### config.mk
export PLATFORM = sky130hd
export DESIGN_NAME = psrcfg_top
export DESIGN_NICKNAME = d
export VERILOG_FILES = /design/src/shared/psrcfg_pkg.sv /design/src/shared/psrcfg_lat_if.sv /design/src/design/psrcfg_latency.sv /design/src/design/psrcfg_top.sv
export SDC_FILE = /design/constraint.sdc
export NUM_CORES = 1
export LEC_CHECK = 0
export BUFFER_PORTS_ARGS = -buffer_cell sky130_fd_sc_hd__buf_2
export CAP_MARGIN = 30
export CELL_PAD_IN_SITES_DETAIL_PLACEMENT = 0
export CELL_PAD_IN_SITES_GLOBAL_PLACEMENT = 1
export CORE_MARGIN = 3
export CORE_UTILIZATION = 35
export DETAILED_ROUTE_END_ITERATION = 10
export PLACE_DENSITY_LB_ADDON = 0.08
export SLEW_MARGIN = 0
export SYNTH_ARGS = -nofsm -noshare
export SYNTH_HDL_FRONTEND = slang
export SYNTH_SLANG_ARGS = --single-unit
### constraint.sdc
create_clock -name i_core_clk -period 3.6 [get_ports i_core_clk]
set_input_delay 0.9 -clock i_core_clk [delete_from_list [all_inputs] [get_ports i_core_clk]]
set_output_delay 0.9 -clock i_core_clk [all_outputs]
set_load 0.01 [all_outputs]
### src/shared/psrcfg_pkg.sv
package psrcfg_pkg;

  // ==========================================================
  // clock and timing
  // ==========================================================
  localparam int CLK_MHZ          = 40;
  localparam int DPD_EXIT_US      = 10;
  localparam int INIT_US          = 150;
  // least times: whole microseconds times an integer rate are exact
  localparam int DPD_EXIT_CYCLES  = DPD_EXIT_US * CLK_MHZ;
  localparam int INIT_CYCLES      = INIT_US * CLK_MHZ;
  localparam int PWR_CNT_W        = 13;

  // ==========================================================
  // register selection
  // ==========================================================
  localparam logic [1:0]  SEL_REFRESH   = 2'b00;
  localparam logic [1:0]  SEL_IDENT     = 2'b01;
  localparam logic [1:0]  SEL_BUS       = 2'b10;
  localparam logic [15:0] SW_CODE_REFRESH = 16'h0000;
  localparam logic [15:0] SW_CODE_IDENT   = 16'h0002;
  localparam logic [15:0] SW_CODE_BUS     = 16'h0001;

  // ==========================================================
  // bus configuration fields
  // ==========================================================
  localparam logic [15:0] BUS_CFG_RESET  = 16'h9D1F;
  localparam int          BUS_DRIVE_BIT  = 4;
  localparam int          BUS_WAIT_EARLY = 8;
  localparam int          BUS_WAIT_POL   = 10;
  localparam int          BUS_LAT_LSB    = 11;
  localparam int          BUS_LAT_MSB    = 13;
  localparam int          BUS_LAT_FIXED  = 14;
  localparam int          BUS_MODE_BIT   = 15;
  localparam logic        MODE_ASYNC     = 1'b1;
  localparam logic [3:0]  LAT_CODE0_VAL  = 4'h8;

  // ==========================================================
  // refresh configuration fields
  // ==========================================================
  localparam logic [15:0] REFRESH_CFG_RESET = 16'h0010;
  localparam int          REFRESH_PWR_BIT   = 4;
  localparam int          PAR_MSB           = 2;
  localparam logic [20:0] ARRAY_LAST        = 21'h1FFFFF;

  // ==========================================================
  // identification fields (all values arbitrary, neutral)
  // ==========================================================
  localparam logic       ID_ROW_256    = 1'b1;
  localparam logic [3:0] ID_VERSION    = 4'h5;
  localparam logic [2:0] ID_DENSITY    = 3'h4;
  localparam logic [2:0] ID_GENERATION = 3'h6;
  localparam logic [4:0] ID_VENDOR     = 5'h15;

  // ==========================================================
  // state machines
  // ==========================================================
  typedef enum logic [1:0]
  {
    PWR_RUN  = 2'b00,
    PWR_DPD  = 2'b01,
    PWR_INIT = 2'b10
  } psrcfg_pwr_type;

  typedef enum logic [1:0]
  {
    LAT_IDLE  = 2'b00,
    LAT_COUNT = 2'b01,
    LAT_DATA  = 2'b10
  } psrcfg_lat_type;

  // latency in clocks for a code; code zero means eight
  function automatic logic [3:0] psrcfg_lat_clocks(input logic [2:0] code,
                                                   input logic       fixed,
                                                   input logic       collision);
    logic [3:0] base;
    base = (code == 3'h0) ? LAT_CODE0_VAL : {1'b0, code};
    if (!fixed && collision)
      psrcfg_lat_clocks = {base[2:0], 1'b0};
    else
      psrcfg_lat_clocks = base;
  endfunction

endpackage

### src/shared/psrcfg_lat_if.sv
`timescale 1ns/1ps
interface psrcfg_lat_if;
  logic       sync_mode;
  logic       fixed_lat;
  logic [2:0] lat_code;
  logic       wait_early;
  logic       wait_high;
  logic       burst_start;
  logic       burst_end;
  logic       collision;
  logic       wait_pin;
  logic       data_valid;

  modport cfg
  (
    output sync_mode, fixed_lat, lat_code, wait_early, wait_high,
    output burst_start, burst_end, collision,
    input  wait_pin, data_valid
  );

  modport lat
  (
    input  sync_mode, fixed_lat, lat_code, wait_early, wait_high,
    input  burst_start, burst_end, collision,
    output wait_pin, data_valid
  );
endinterface

### src/design/psrcfg_latency.sv
`timescale 1ns/1ps
module psrcfg_latency
#(
  parameter int CNT_W = 4
)
(
  input  wire logic i_clk,
  input  wire logic i_rst_n,
  psrcfg_lat_if.lat lat_bus
);
  import psrcfg_pkg::*;

  // ==========================================================
  // parameter check
  // ==========================================================
  // a doubled latency of fourteen loads a count of thirteen, which needs four bits
  if (CNT_W < 4)
  begin : g_bad_width
    $error("psrcfg_latency: CNT_W must be at least 4");
  end

  // ==========================================================
  // burst latency sequencing
  // ==========================================================
  psrcfg_lat_type   state_q, state_d;
  logic [CNT_W-1:0] cnt_q, cnt_d;
  logic             wait_act;
  logic             wait_pin_q;
  logic             data_valid_q;
  logic             data_valid_d;
  logic [3:0]       lat_clocks;

  // fixed mode ignores collision: its count already covers the worst case
  assign lat_clocks = psrcfg_lat_clocks(lat_bus.lat_code, lat_bus.fixed_lat,
                                        lat_bus.collision);

  // next state; burst end wins over state, data valid and wait, but not the count
  always_comb
  begin
    state_d      = state_q;
    cnt_d        = cnt_q;
    data_valid_d = 1'b0;
    wait_act     = 1'b0;
    case (state_q)
      LAT_IDLE:
      begin
        if (lat_bus.burst_start && lat_bus.sync_mode && !lat_bus.burst_end)
        begin
          state_d  = LAT_COUNT;
          cnt_d    = CNT_W'(lat_clocks - 4'h1);
          wait_act = 1'b1;
        end
      end
      LAT_COUNT:
      begin
        // early wait drops one clock ahead of data, late wait with it
        wait_act = lat_bus.wait_early ? (cnt_q > CNT_W'(1))
                                      : (cnt_q > CNT_W'(0));
        if (cnt_q == CNT_W'(0))
        begin
          state_d      = LAT_DATA;
          data_valid_d = 1'b1;
        end
        else
        begin
          cnt_d = cnt_q - CNT_W'(1);
        end
      end
      LAT_DATA:
      begin
        data_valid_d = 1'b1;
      end
      default:
      begin
        state_d = LAT_IDLE;
      end
    endcase
    if (lat_bus.burst_end)
    begin
      state_d      = LAT_IDLE;
      data_valid_d = 1'b0;
      wait_act     = 1'b0;
    end
  end

  // registered pin level, polarity applied here
  always_ff @(posedge i_clk or negedge i_rst_n)
  begin
    if (!i_rst_n)
    begin
      state_q      <= LAT_IDLE;
      cnt_q        <= '0;
      wait_pin_q   <= 1'b0;
      data_valid_q <= 1'b0;
    end
    else
    begin
      state_q      <= state_d;
      cnt_q        <= cnt_d;
      wait_pin_q   <= lat_bus.wait_high ? wait_act : !wait_act;
      data_valid_q <= data_valid_d;
    end
  end

  assign lat_bus.wait_pin   = wait_pin_q;
  assign lat_bus.data_valid = data_valid_q;

endmodule

### src/design/psrcfg_top.sv
`timescale 1ns/1ps
module psrcfg_top
#(
  parameter int INIT_WAIT_CYCLES = psrcfg_pkg::INIT_CYCLES,
  parameter int EXIT_CYCLES      = psrcfg_pkg::DPD_EXIT_CYCLES
)
(
  input  wire logic        i_core_clk,
  input  wire logic        i_resetn,
  input  wire logic        i_ce_n,
  input  wire logic        i_register_select_pin,
  input  wire logic [1:0]  i_reg_addr,
  input  wire logic        i_sw_seq,
  input  wire logic [15:0] i_sw_code,
  input  wire logic        i_cfg_wr,
  input  wire logic        i_cfg_rd,
  input  wire logic [15:0] i_cfg_wdata,
  input  wire logic        i_burst_start,
  input  wire logic        i_refresh_collision,
  output logic      [15:0] o_cfg_rdata,
  output logic             o_cfg_rvalid,
  output logic             o_wait,
  output logic             o_data_valid,
  output logic             o_sync_mode,
  output logic             o_deep_power_down,
  output logic             o_init_busy,
  output logic             o_refresh_enable,
  output logic      [20:0] o_refresh_first,
  output logic      [20:0] o_refresh_last
);
  import psrcfg_pkg::*;

  // ==========================================================
  // parameter checks
  // ==========================================================
  if (INIT_WAIT_CYCLES < 1 || INIT_WAIT_CYCLES >= 2**PWR_CNT_W)
  begin : g_bad_init
    $error("psrcfg_top: INIT_WAIT_CYCLES out of counter range");
  end
  if (EXIT_CYCLES < 1 || EXIT_CYCLES >= 2**PWR_CNT_W)
  begin : g_bad_exit
    $error("psrcfg_top: EXIT_CYCLES out of counter range");
  end

  localparam logic [PWR_CNT_W-1:0] INIT_LAST = PWR_CNT_W'(INIT_WAIT_CYCLES - 1);
  localparam logic [PWR_CNT_W-1:0] EXIT_LAST = PWR_CNT_W'(EXIT_CYCLES - 1);

  // ==========================================================
  // reset release
  // ==========================================================
  logic rst_meta_q;
  logic rst_n_q;

  // release is synchronised so no flop sees a partial edge
  always_ff @(posedge i_core_clk or negedge i_resetn)
  begin
    if (!i_resetn)
    begin
      rst_meta_q <= 1'b0;
      rst_n_q    <= 1'b0;
    end
    else
    begin
      rst_meta_q <= 1'b1;
      rst_n_q    <= rst_meta_q;
    end
  end

  // ==========================================================
  // partial refresh decoding
  // ==========================================================
  // region start for a partial refresh code
  function automatic logic [20:0] psrcfg_par_first(input logic [2:0] par);
    case (par)
      3'h5:    psrcfg_par_first = 21'h100000;
      3'h6:    psrcfg_par_first = 21'h180000;
      3'h7:    psrcfg_par_first = 21'h1C0000;
      default: psrcfg_par_first = 21'h000000;
    endcase
  endfunction

  // region end for a partial refresh code
  function automatic logic [20:0] psrcfg_par_last(input logic [2:0] par);
    case (par)
      3'h1:    psrcfg_par_last = 21'h0FFFFF;
      3'h2:    psrcfg_par_last = 21'h07FFFF;
      3'h3:    psrcfg_par_last = 21'h03FFFF;
      3'h4:    psrcfg_par_last = 21'h000000;
      default: psrcfg_par_last = ARRAY_LAST;
    endcase
  endfunction

  // ==========================================================
  // register selection
  // ==========================================================
  wire sel_refresh;
  wire sel_ident;
  wire sel_bus;

  // the select pin takes priority over the software sequence
  assign sel_refresh = i_register_select_pin ? (i_reg_addr == SEL_REFRESH)
                       : (i_sw_seq && i_sw_code == SW_CODE_REFRESH);
  assign sel_ident   = i_register_select_pin ? (i_reg_addr == SEL_IDENT)
                       : (i_sw_seq && i_sw_code == SW_CODE_IDENT);
  assign sel_bus     = i_register_select_pin ? (i_reg_addr == SEL_BUS)
                       : (i_sw_seq && i_sw_code == SW_CODE_BUS);

  // ==========================================================
  // power state machine
  // ==========================================================
  psrcfg_pwr_type       pwr_q, pwr_d;
  logic [PWR_CNT_W-1:0] pcnt_q, pcnt_d;
  logic                 dpd_exit;
  logic [15:0]          bus_cfg_q, bus_cfg_d;
  logic [15:0]          refresh_cfg_q, refresh_cfg_d;
  wire                  cfg_open;

  // registers are only writable in normal operation
  assign cfg_open = (pwr_q == PWR_RUN);

  always_comb
  begin
    pwr_d    = pwr_q;
    pcnt_d   = pcnt_q;
    dpd_exit = 1'b0;
    case (pwr_q)
      PWR_RUN:
      begin
        if (!refresh_cfg_q[REFRESH_PWR_BIT] && i_ce_n)
        begin
          pwr_d  = PWR_DPD;
          pcnt_d = '0;
        end
      end
      PWR_DPD:
      begin
        // any high on chip select restarts the low-time measurement
        if (i_ce_n)
          pcnt_d = '0;
        else if (pcnt_q == EXIT_LAST)
        begin
          pwr_d    = PWR_INIT;
          pcnt_d   = '0;
          dpd_exit = 1'b1;
        end
        else
          pcnt_d = pcnt_q + PWR_CNT_W'(1);
      end
      PWR_INIT:
      begin
        if (pcnt_q == INIT_LAST)
          pwr_d = PWR_RUN;
        else
          pcnt_d = pcnt_q + PWR_CNT_W'(1);
      end
      default:
      begin
        pwr_d  = PWR_RUN;
        pcnt_d = '0;
      end
    endcase
  end

  // ==========================================================
  // configuration registers
  // ==========================================================
  // hardware restore on exit wins over a same-cycle write
  always_comb
  begin
    bus_cfg_d     = bus_cfg_q;
    refresh_cfg_d = refresh_cfg_q;
    if (i_cfg_wr && cfg_open && sel_bus)
      bus_cfg_d = i_cfg_wdata;
    if (i_cfg_wr && cfg_open && sel_refresh)
      refresh_cfg_d = i_cfg_wdata;
    if (dpd_exit)
    begin
      bus_cfg_d[BUS_DRIVE_BIT]       = BUS_CFG_RESET[BUS_DRIVE_BIT];
      refresh_cfg_d[REFRESH_PWR_BIT] = 1'b1;
    end
  end

  wire [15:0] ident_word;
  wire [15:0] read_mux;

  // constant word; no write path exists, so writes fall away
  assign ident_word = {ID_ROW_256, ID_VERSION, ID_DENSITY,
                       ID_GENERATION, ID_VENDOR};
  assign read_mux   = sel_refresh ? refresh_cfg_q :
                      sel_ident   ? ident_word    :
                      sel_bus     ? bus_cfg_q     : 16'h0000;

  always_ff @(posedge i_core_clk or negedge rst_n_q)
  begin
    if (!rst_n_q)
    begin
      pwr_q         <= PWR_RUN;
      pcnt_q        <= '0;
      bus_cfg_q     <= BUS_CFG_RESET;
      refresh_cfg_q <= REFRESH_CFG_RESET;
    end
    else
    begin
      pwr_q         <= pwr_d;
      pcnt_q        <= pcnt_d;
      bus_cfg_q     <= bus_cfg_d;
      refresh_cfg_q <= refresh_cfg_d;
    end
  end

  // ==========================================================
  // read port and status outputs
  // ==========================================================
  logic [15:0] rdata_q;
  logic        rvalid_q;
  logic        sync_q;
  logic        dpd_q;
  logic        init_q;
  logic        ref_en_q;
  logic [20:0] ref_first_q;
  logic [20:0] ref_last_q;

  // status follows next state so outputs track the machine without lag
  always_ff @(posedge i_core_clk or negedge rst_n_q)
  begin
    if (!rst_n_q)
    begin
      rdata_q     <= 16'h0000;
      rvalid_q    <= 1'b0;
      sync_q      <= 1'b0;
      dpd_q       <= 1'b0;
      init_q      <= 1'b0;
      ref_en_q    <= 1'b1;
      ref_first_q <= 21'h000000;
      ref_last_q  <= ARRAY_LAST;
    end
    else
    begin
      rvalid_q    <= i_cfg_rd && cfg_open;
      if (i_cfg_rd && cfg_open)
        rdata_q <= read_mux;
      sync_q      <= (bus_cfg_d[BUS_MODE_BIT] != MODE_ASYNC);
      dpd_q       <= (pwr_d == PWR_DPD);
      init_q      <= (pwr_d == PWR_INIT);
      ref_en_q    <= (pwr_d != PWR_DPD)
                     && (refresh_cfg_d[PAR_MSB:0] != 3'h4);
      ref_first_q <= psrcfg_par_first(refresh_cfg_d[PAR_MSB:0]);
      ref_last_q  <= psrcfg_par_last(refresh_cfg_d[PAR_MSB:0]);
    end
  end

  // ==========================================================
  // burst latency and wait
  // ==========================================================
  psrcfg_lat_if lat_link ();

  // bursts only in synchronous mode and normal operation
  assign lat_link.sync_mode   = sync_q;
  assign lat_link.fixed_lat   = bus_cfg_q[BUS_LAT_FIXED];
  assign lat_link.lat_code    = bus_cfg_q[BUS_LAT_MSB:BUS_LAT_LSB];
  assign lat_link.wait_early  = bus_cfg_q[BUS_WAIT_EARLY];
  assign lat_link.wait_high   = bus_cfg_q[BUS_WAIT_POL];
  assign lat_link.burst_start = i_burst_start && cfg_open && !i_register_select_pin;
  assign lat_link.burst_end   = i_ce_n;
  assign lat_link.collision   = i_refresh_collision;

  psrcfg_latency
  #(
    .CNT_W (4)
  )
  u_latency
  (
    .i_clk   (i_core_clk),
    .i_rst_n (rst_n_q),
    .lat_bus (lat_link)
  );

  assign o_cfg_rdata       = rdata_q;
  assign o_cfg_rvalid      = rvalid_q;
  assign o_wait            = lat_link.wait_pin;
  assign o_data_valid      = lat_link.data_valid;
  assign o_sync_mode       = sync_q;
  assign o_deep_power_down = dpd_q;
  assign o_init_busy       = init_q;
  assign o_refresh_enable  = ref_en_q;
  assign o_refresh_first   = ref_first_q;
  assign o_refresh_last    = ref_last_q;

endmodule

Word level (Yosys, flattened, before mapping):

Index checks and enable logic that the tools add are counted.

* memories kept: 0
* RAM bits: 0
* bits of input ports: 43
* register bits after elaboration: 120
* word-level logic and storage cells: 129
* ROM bits: 0
* output and inout port bits: 65
* latch bits: 0

* $add $sub $neg: 3
* reductions and logical operators: 31
* muxes and demuxes: 42
* bitwise operators: 1
* shift operators: 0
* order comparisons: 2
* equality and inequality tests: 28
* multipliers: 0
* divide/modulo/power cells: 0

Operators with widths (count)
* $pmux W21 S4: 1
* $mux W16: 4
* $pmux W21 S3: 1
* $mux W13: 4
* $pmux W13 S3: 1
* $eq A16 B1 Y1 const B: 1
* $eq A16 B2 Y1 const B: 1
* $logic_not A16 Y1: 1
* $mux W4: 4
* $logic_and A1 B1 Y1: 14
* $mux W1: 14
* $mux W2: 7
* $add A13 B1 Y13 const B: 1
* $eq A13 B13 Y1 const B: 1
* $eq A13 B9 Y1 const B: 1
* $eq A3 B3 Y1 const B: 4
* $pmux W2 S3: 2
* $eq A2 B1 Y1 const B: 4
* $eq A2 B2 Y1 const B: 4
* $gt A4 B1 Y1 const B: 2
* $pmux W4 S2: 1
* $sub A4 B1 Y4 const B: 2
* $eq A3 B2 Y1 const B: 2
* $logic_not A2 Y1: 3
* other kinds (14): 27

Longest topological paths before layout:

* word-level depth: 10
* depth in mapped cells: 9
* gate-level depth less buffers: 7

By module:

Synthesis repeated with hierarchy kept, for this count alone.

* cells, all modules: 444
* area, all modules: 4535.6 sq um

Modules (own cells, without submodules)
* psrcfg_top: cells an instance 371, sequential area each 1946.9 sq um, area an instance 3882.5 sq um, times used 1
* psrcfg_latency: cells an instance 73, sequential area each 200.2 sq um, area an instance 653.1 sq um, times used 1

Least setup slack after synthesis:

OpenSTA, ideal clock, no wires.

* path kind: input port to flip-flop
* start: input port i_sw_code[13]
* end: register bus_cfg_q[13]
* buffers on the path: 2
* cell stages on the path: 7
* arrival: 2337 ps
* path slack: 1136 ps
* data required time: 3473 ps
* library setup time: 127 ps
* path through: nor4_1 > nand4_1 > o21ai_2 > and2b_1 > buf_4 > buf_6 > mux2_1

* longest elaborated chain between the ends: 4

Ends and longest elaborated chain
* from (decl): RTL line psrcfg_top.sv:14 `input wire logic [15:0] i_sw_code,`
* $eq A16 B1 Y1: RTL line psrcfg_top.sv:106 `: (i_sw_seq && i_sw_code == SW_CODE_BUS);`
* $logic_and A1 B1 Y1: RTL line psrcfg_top.sv:106
* $mux W1: RTL line psrcfg_top.sv:105 `assign sel_bus = i_register_select_pin ? (i_reg_addr == SEL_BUS)`
* $logic_and A1 B1 Y1: RTL line psrcfg_top.sv:172 `if (i_cfg_wr && cfg_open && sel_bus)`
* to (signal assigned): RTL line psrcfg_top.sv:206 `bus_cfg_q <= bus_cfg_d;`
* to (decl): RTL line psrcfg_top.sv:114 `logic [15:0] bus_cfg_q, bus_cfg_d;`

No other way between the ends.
A chain may end at the register's enable or synchronous reset.

Worst setup path in the final report:

* start: input port i_sw_code[13]
* end: register bus_cfg_q[7]

The elaborated chain is that of the path after synthesis.

==> metrics.md <==
| Metric | Value |
|---|---|
| Initial Utilization | 36.2% |
| Max VDD drop | 233 uV |
| ANT nets after route | 0 |
| Post-synth top area share | 39.2% |
| Number of remaining DRC errors | 0 |
| Final HPWL DP | 7.59 mm |
| Status | finished clean |
| DRT Wirelength | 10.6 mm |
| Skew final | 0.00726 ns |
| Height of the die | 118 um |
| Avg WL per Cell | 16.0 um |
| Final Hold Violating Endpoints | 0 |
| Actual slew at the worst max-slew pin | 0.866 ns |
| Overall routing resource usage | 15.9% |
| Register bit total from synthesis | 85 |
| Place WS | 0.739 ns |
| Critical-path cell list | buf_2, nor4_1, nand4_1, o21ai_2, and2b_1, buf_4, mux2_1 |
| NetSw | 0.00130 W |
| DIE AREA | 0.0140 sq mm |
| Vias in the first global route | 3,275 |
| Largest area contributor in the netlist | dfrtp_1 |
| Met1 Use GR | 21.7% |
| RSZ-0062 raised after global routing | no |
| Area of the core | 0.0122 sq mm |
| CP Data Arrival Time | 2.69 ns |
| Max cap viols | 0 |
| CTS max path bufs | 2 |
| Comb pwr share | 31.2% |
| Final Cell Area | 0.00520 sq mm |
| Reg power frac | 41.8% |
| Slowest Stage Delay on Critical Path | 0.35 ns |
| CP max-delay cell | nor4_1 |
| Met2 GRT Util | 25.2% |
| Element type at the critical path end | flop |
| Share of layout cells above drive strength 1 | 31.5% |
| Clk pwr share | 27.0% |
| Syn avg cell area | 10.6 sq um |
| Via count | 3,348 |
| Initial DRC Count | 182 |
| DR pass1 iterations | 4 |
| Synth area leaders | dfrtp_1 39%, dfstp_2 9.5%, buf_4 6.1% |
| Synth-to-layout area growth | 18.0% |
| Setup_tns | 0 ns |
| GR Util met3 | 2.63% |
| Setup violators final | 0 |
| Diode count | 0 |
| Skew-Pair Late Insertion Delay | 0.34 ns |
| Most frequent cells after synthesis | 69 x dfrtp_1, 36 x buf_4, 23 x mux2_2, 23 x nor2_1, 21 x nand2_1 |
| Netlist cell types | 54 |
| PwrDens | 752 mW/mm^2 |
| Cts repair resizes | 0 |
| WP buf/inv | 2 |
| Port-buffer cells | 89 |
| Worst EP required | 3.82 ns |
| Final Util | 42.8% |
| Clk pin slew, worst setup/hold paths | 0.06 ns |
| Post-DP Area | 0.00487 sq mm |
| Count leader, synth | dfrtp_1 |
| Sequential area share after synthesis | 48.7% |
| FILL cells | 1,196 |
| Root buffer cell | clkbuf_16 |
| Top_reg_cell synth | dfrtp_1 |
| Clock sink count | 85 |
| Number of synthesized flops with an enable pin | 0 |
| Peak Freq | 405 MHz |
| Postcts setup bufs | 0 |
| Post-CTS Hold Buffers | 0 |
| GRT overflow | 0 |
| Routability cong. | 0.766 |
| Syn Std Cell Area | 0.00441 sq mm |
| IO Pins | 108 |
| Lkg Pwr | 2.37 nW |
| Vias/cell | 5.03 |
| CTS tree | yes |
| Ys async rst share | 100% |
| First-pass GRT wire length | 17.7 mm |
| Crit share post-route | 68.6% |
| CP max FO | 11 |
| Largest net degree at the start of global routing | 67 |
| Delay-heaviest family, CP | simple AND/OR/NAND/NOR gates |
| Yosys warnings | 0 |
| Pint | 0.00261 W |
| Gr busiest metal | met2 |
| Htree depth | 3 |
| Min cycle time layout | 2.47 ns |
| Layout net count | 548 |
| Slew HR | 42.3% |
| Final setup margin | 1.13 ns |
| Hold WC Path Type | in -> async |
| CP Launch Type | primary input |
| DIE WIDTH | 118 um |
| Cell count after placement | 650 |
| Sw Ratio | 33.3% |
| Mapped Cells | 417 |
| Final Non-Filler Cells | 666 |
| Row count | 40 |
| Kind of critical path | in -> reg |
| CTS Buf Count | 9 |
| Max-slew violations | 0 |
| Initial antenna violation count | 0 |
| Reg-to-reg slack, setup | 1.15 ns |
## per-layer routing
metal | up-vias | wire length (um)
met5 | - | 0
met4 | 0 | 190
met3 | 13 | 426
met2 | 86 | 5040
met1 | 1637 | 4980
li1 | 1612 | -
## power by group through the flow
| stage | Sequential, W | Combinational [W] | Clock (W) |
|---|---|---|---|
| after floorplan | 0.00165 | 0.000877 | 0 |
| after global placement | 0.00165 | 0.00122 | 0 |
| after detailed placement | 0.00166 | 0.00123 | 0 |
| after CTS | 0.00165 | 0.00124 | 0.00109 |
| after global routing | 0.00170 | 0.00137 | 0.00113 |
| final | 0.00164 | 0.00122 | 0.00106 |
## layout by cell type (no fill, tap or decap), types with 12 or more instances in the layout
| master | n |
|---|---|
| dfrtp_1 | 68 |
| inv_1 | 15 |
| conb_1 | 19 |
| nand2_1 | 21 |
| nand3_1 | 12 |
| nor3_1 | 18 |
| mux2_2 | 23 |
| buf_2 | 89 |
| nor2_1 | 23 |
| o21ai_0 | 14 |
| ha_1 | 12 |
| dfstp_2 | 16 |
| a21oi_1 | 17 |
| and3_1 | 12 |
| a31oi_1 | 16 |
## flip-flops by register name, summed over array words and instances (netlist names), 2 cells and up
register and cells:
o_cfg_rdata 16, o_refresh_first 3, pwr_q 2, o_refresh_last 4, refresh_cfg_q 16, u_latency.cnt_q 4
bus_cfg_q 16, u_latency.state_q 2, pcnt_q 13
## worst paths after layout
check	start	to	depth (start not counted)
setup / recovery	i_sw_code[13]	bus_cfg_q[7]$_DFFE_PN0N_	7
hold / removal	i_resetn	rst_n_q$_DFF_PN0_	1
setup reg to reg	pwr_q[0]$_DFF_PN0_	u_latency.cnt_q[3]$_DFFE_PN0P_	7
hold reg to reg	rst_meta_q$_DFF_PN0_	rst_n_q$_DFF_PN0_	0
max in group asynchronous	rst_n_q$_DFF_PN0_	bus_cfg_q[11]$_DFFE_PN1N_	1
min in group i_core_clk	rst_meta_q$_DFF_PN0_	rst_n_q$_DFF_PN0_	0
## kinds of logic (layout without fill, tap and decap cells)
family | count (synthesis) | count (layout) | synth area share, %
adder cells (fa/ha/maj) | 12 | 12 | 3.41
AND/OR/NAND/NOR | 128 | 128 | 15.8
flip-flops | 85 | 85 | 48.7
multiplexers | 37 | 37 | 9.28
XOR/XNOR | 8 | 8 | 1.59
other | 2 | 19 | 0.170
AO/OA/AOI/OAI | 80 | 80 | 12.1
buffers and inverters | 65 | 129 | 8.88
## layout make-up
cell class,count,area (sq um),share of cell area (%)
Timing Repair Buffer,98,513,9.86
Sequential cell,85,2150,41.3
Clock inverter,4,98.8,1.90
Clock buffer,12,236,4.55
Tap cell,168,210,4.04
Inverter,15,56.3,1.08
Multi-Input combinational cell,284,1940,37.2
## metrics by stage
stage | power [W] | hold WS, ns
floorplan | 0.00253 | 0.331
detailed placement | 0.00289 | 0.339
CTS | 0.00397 | 0.319
global placement | 0.00287 | 0.339
finish | 0.00391 | 0.334
global route | 0.00420 | 0.323
Power figures use the tool's default switching activity.
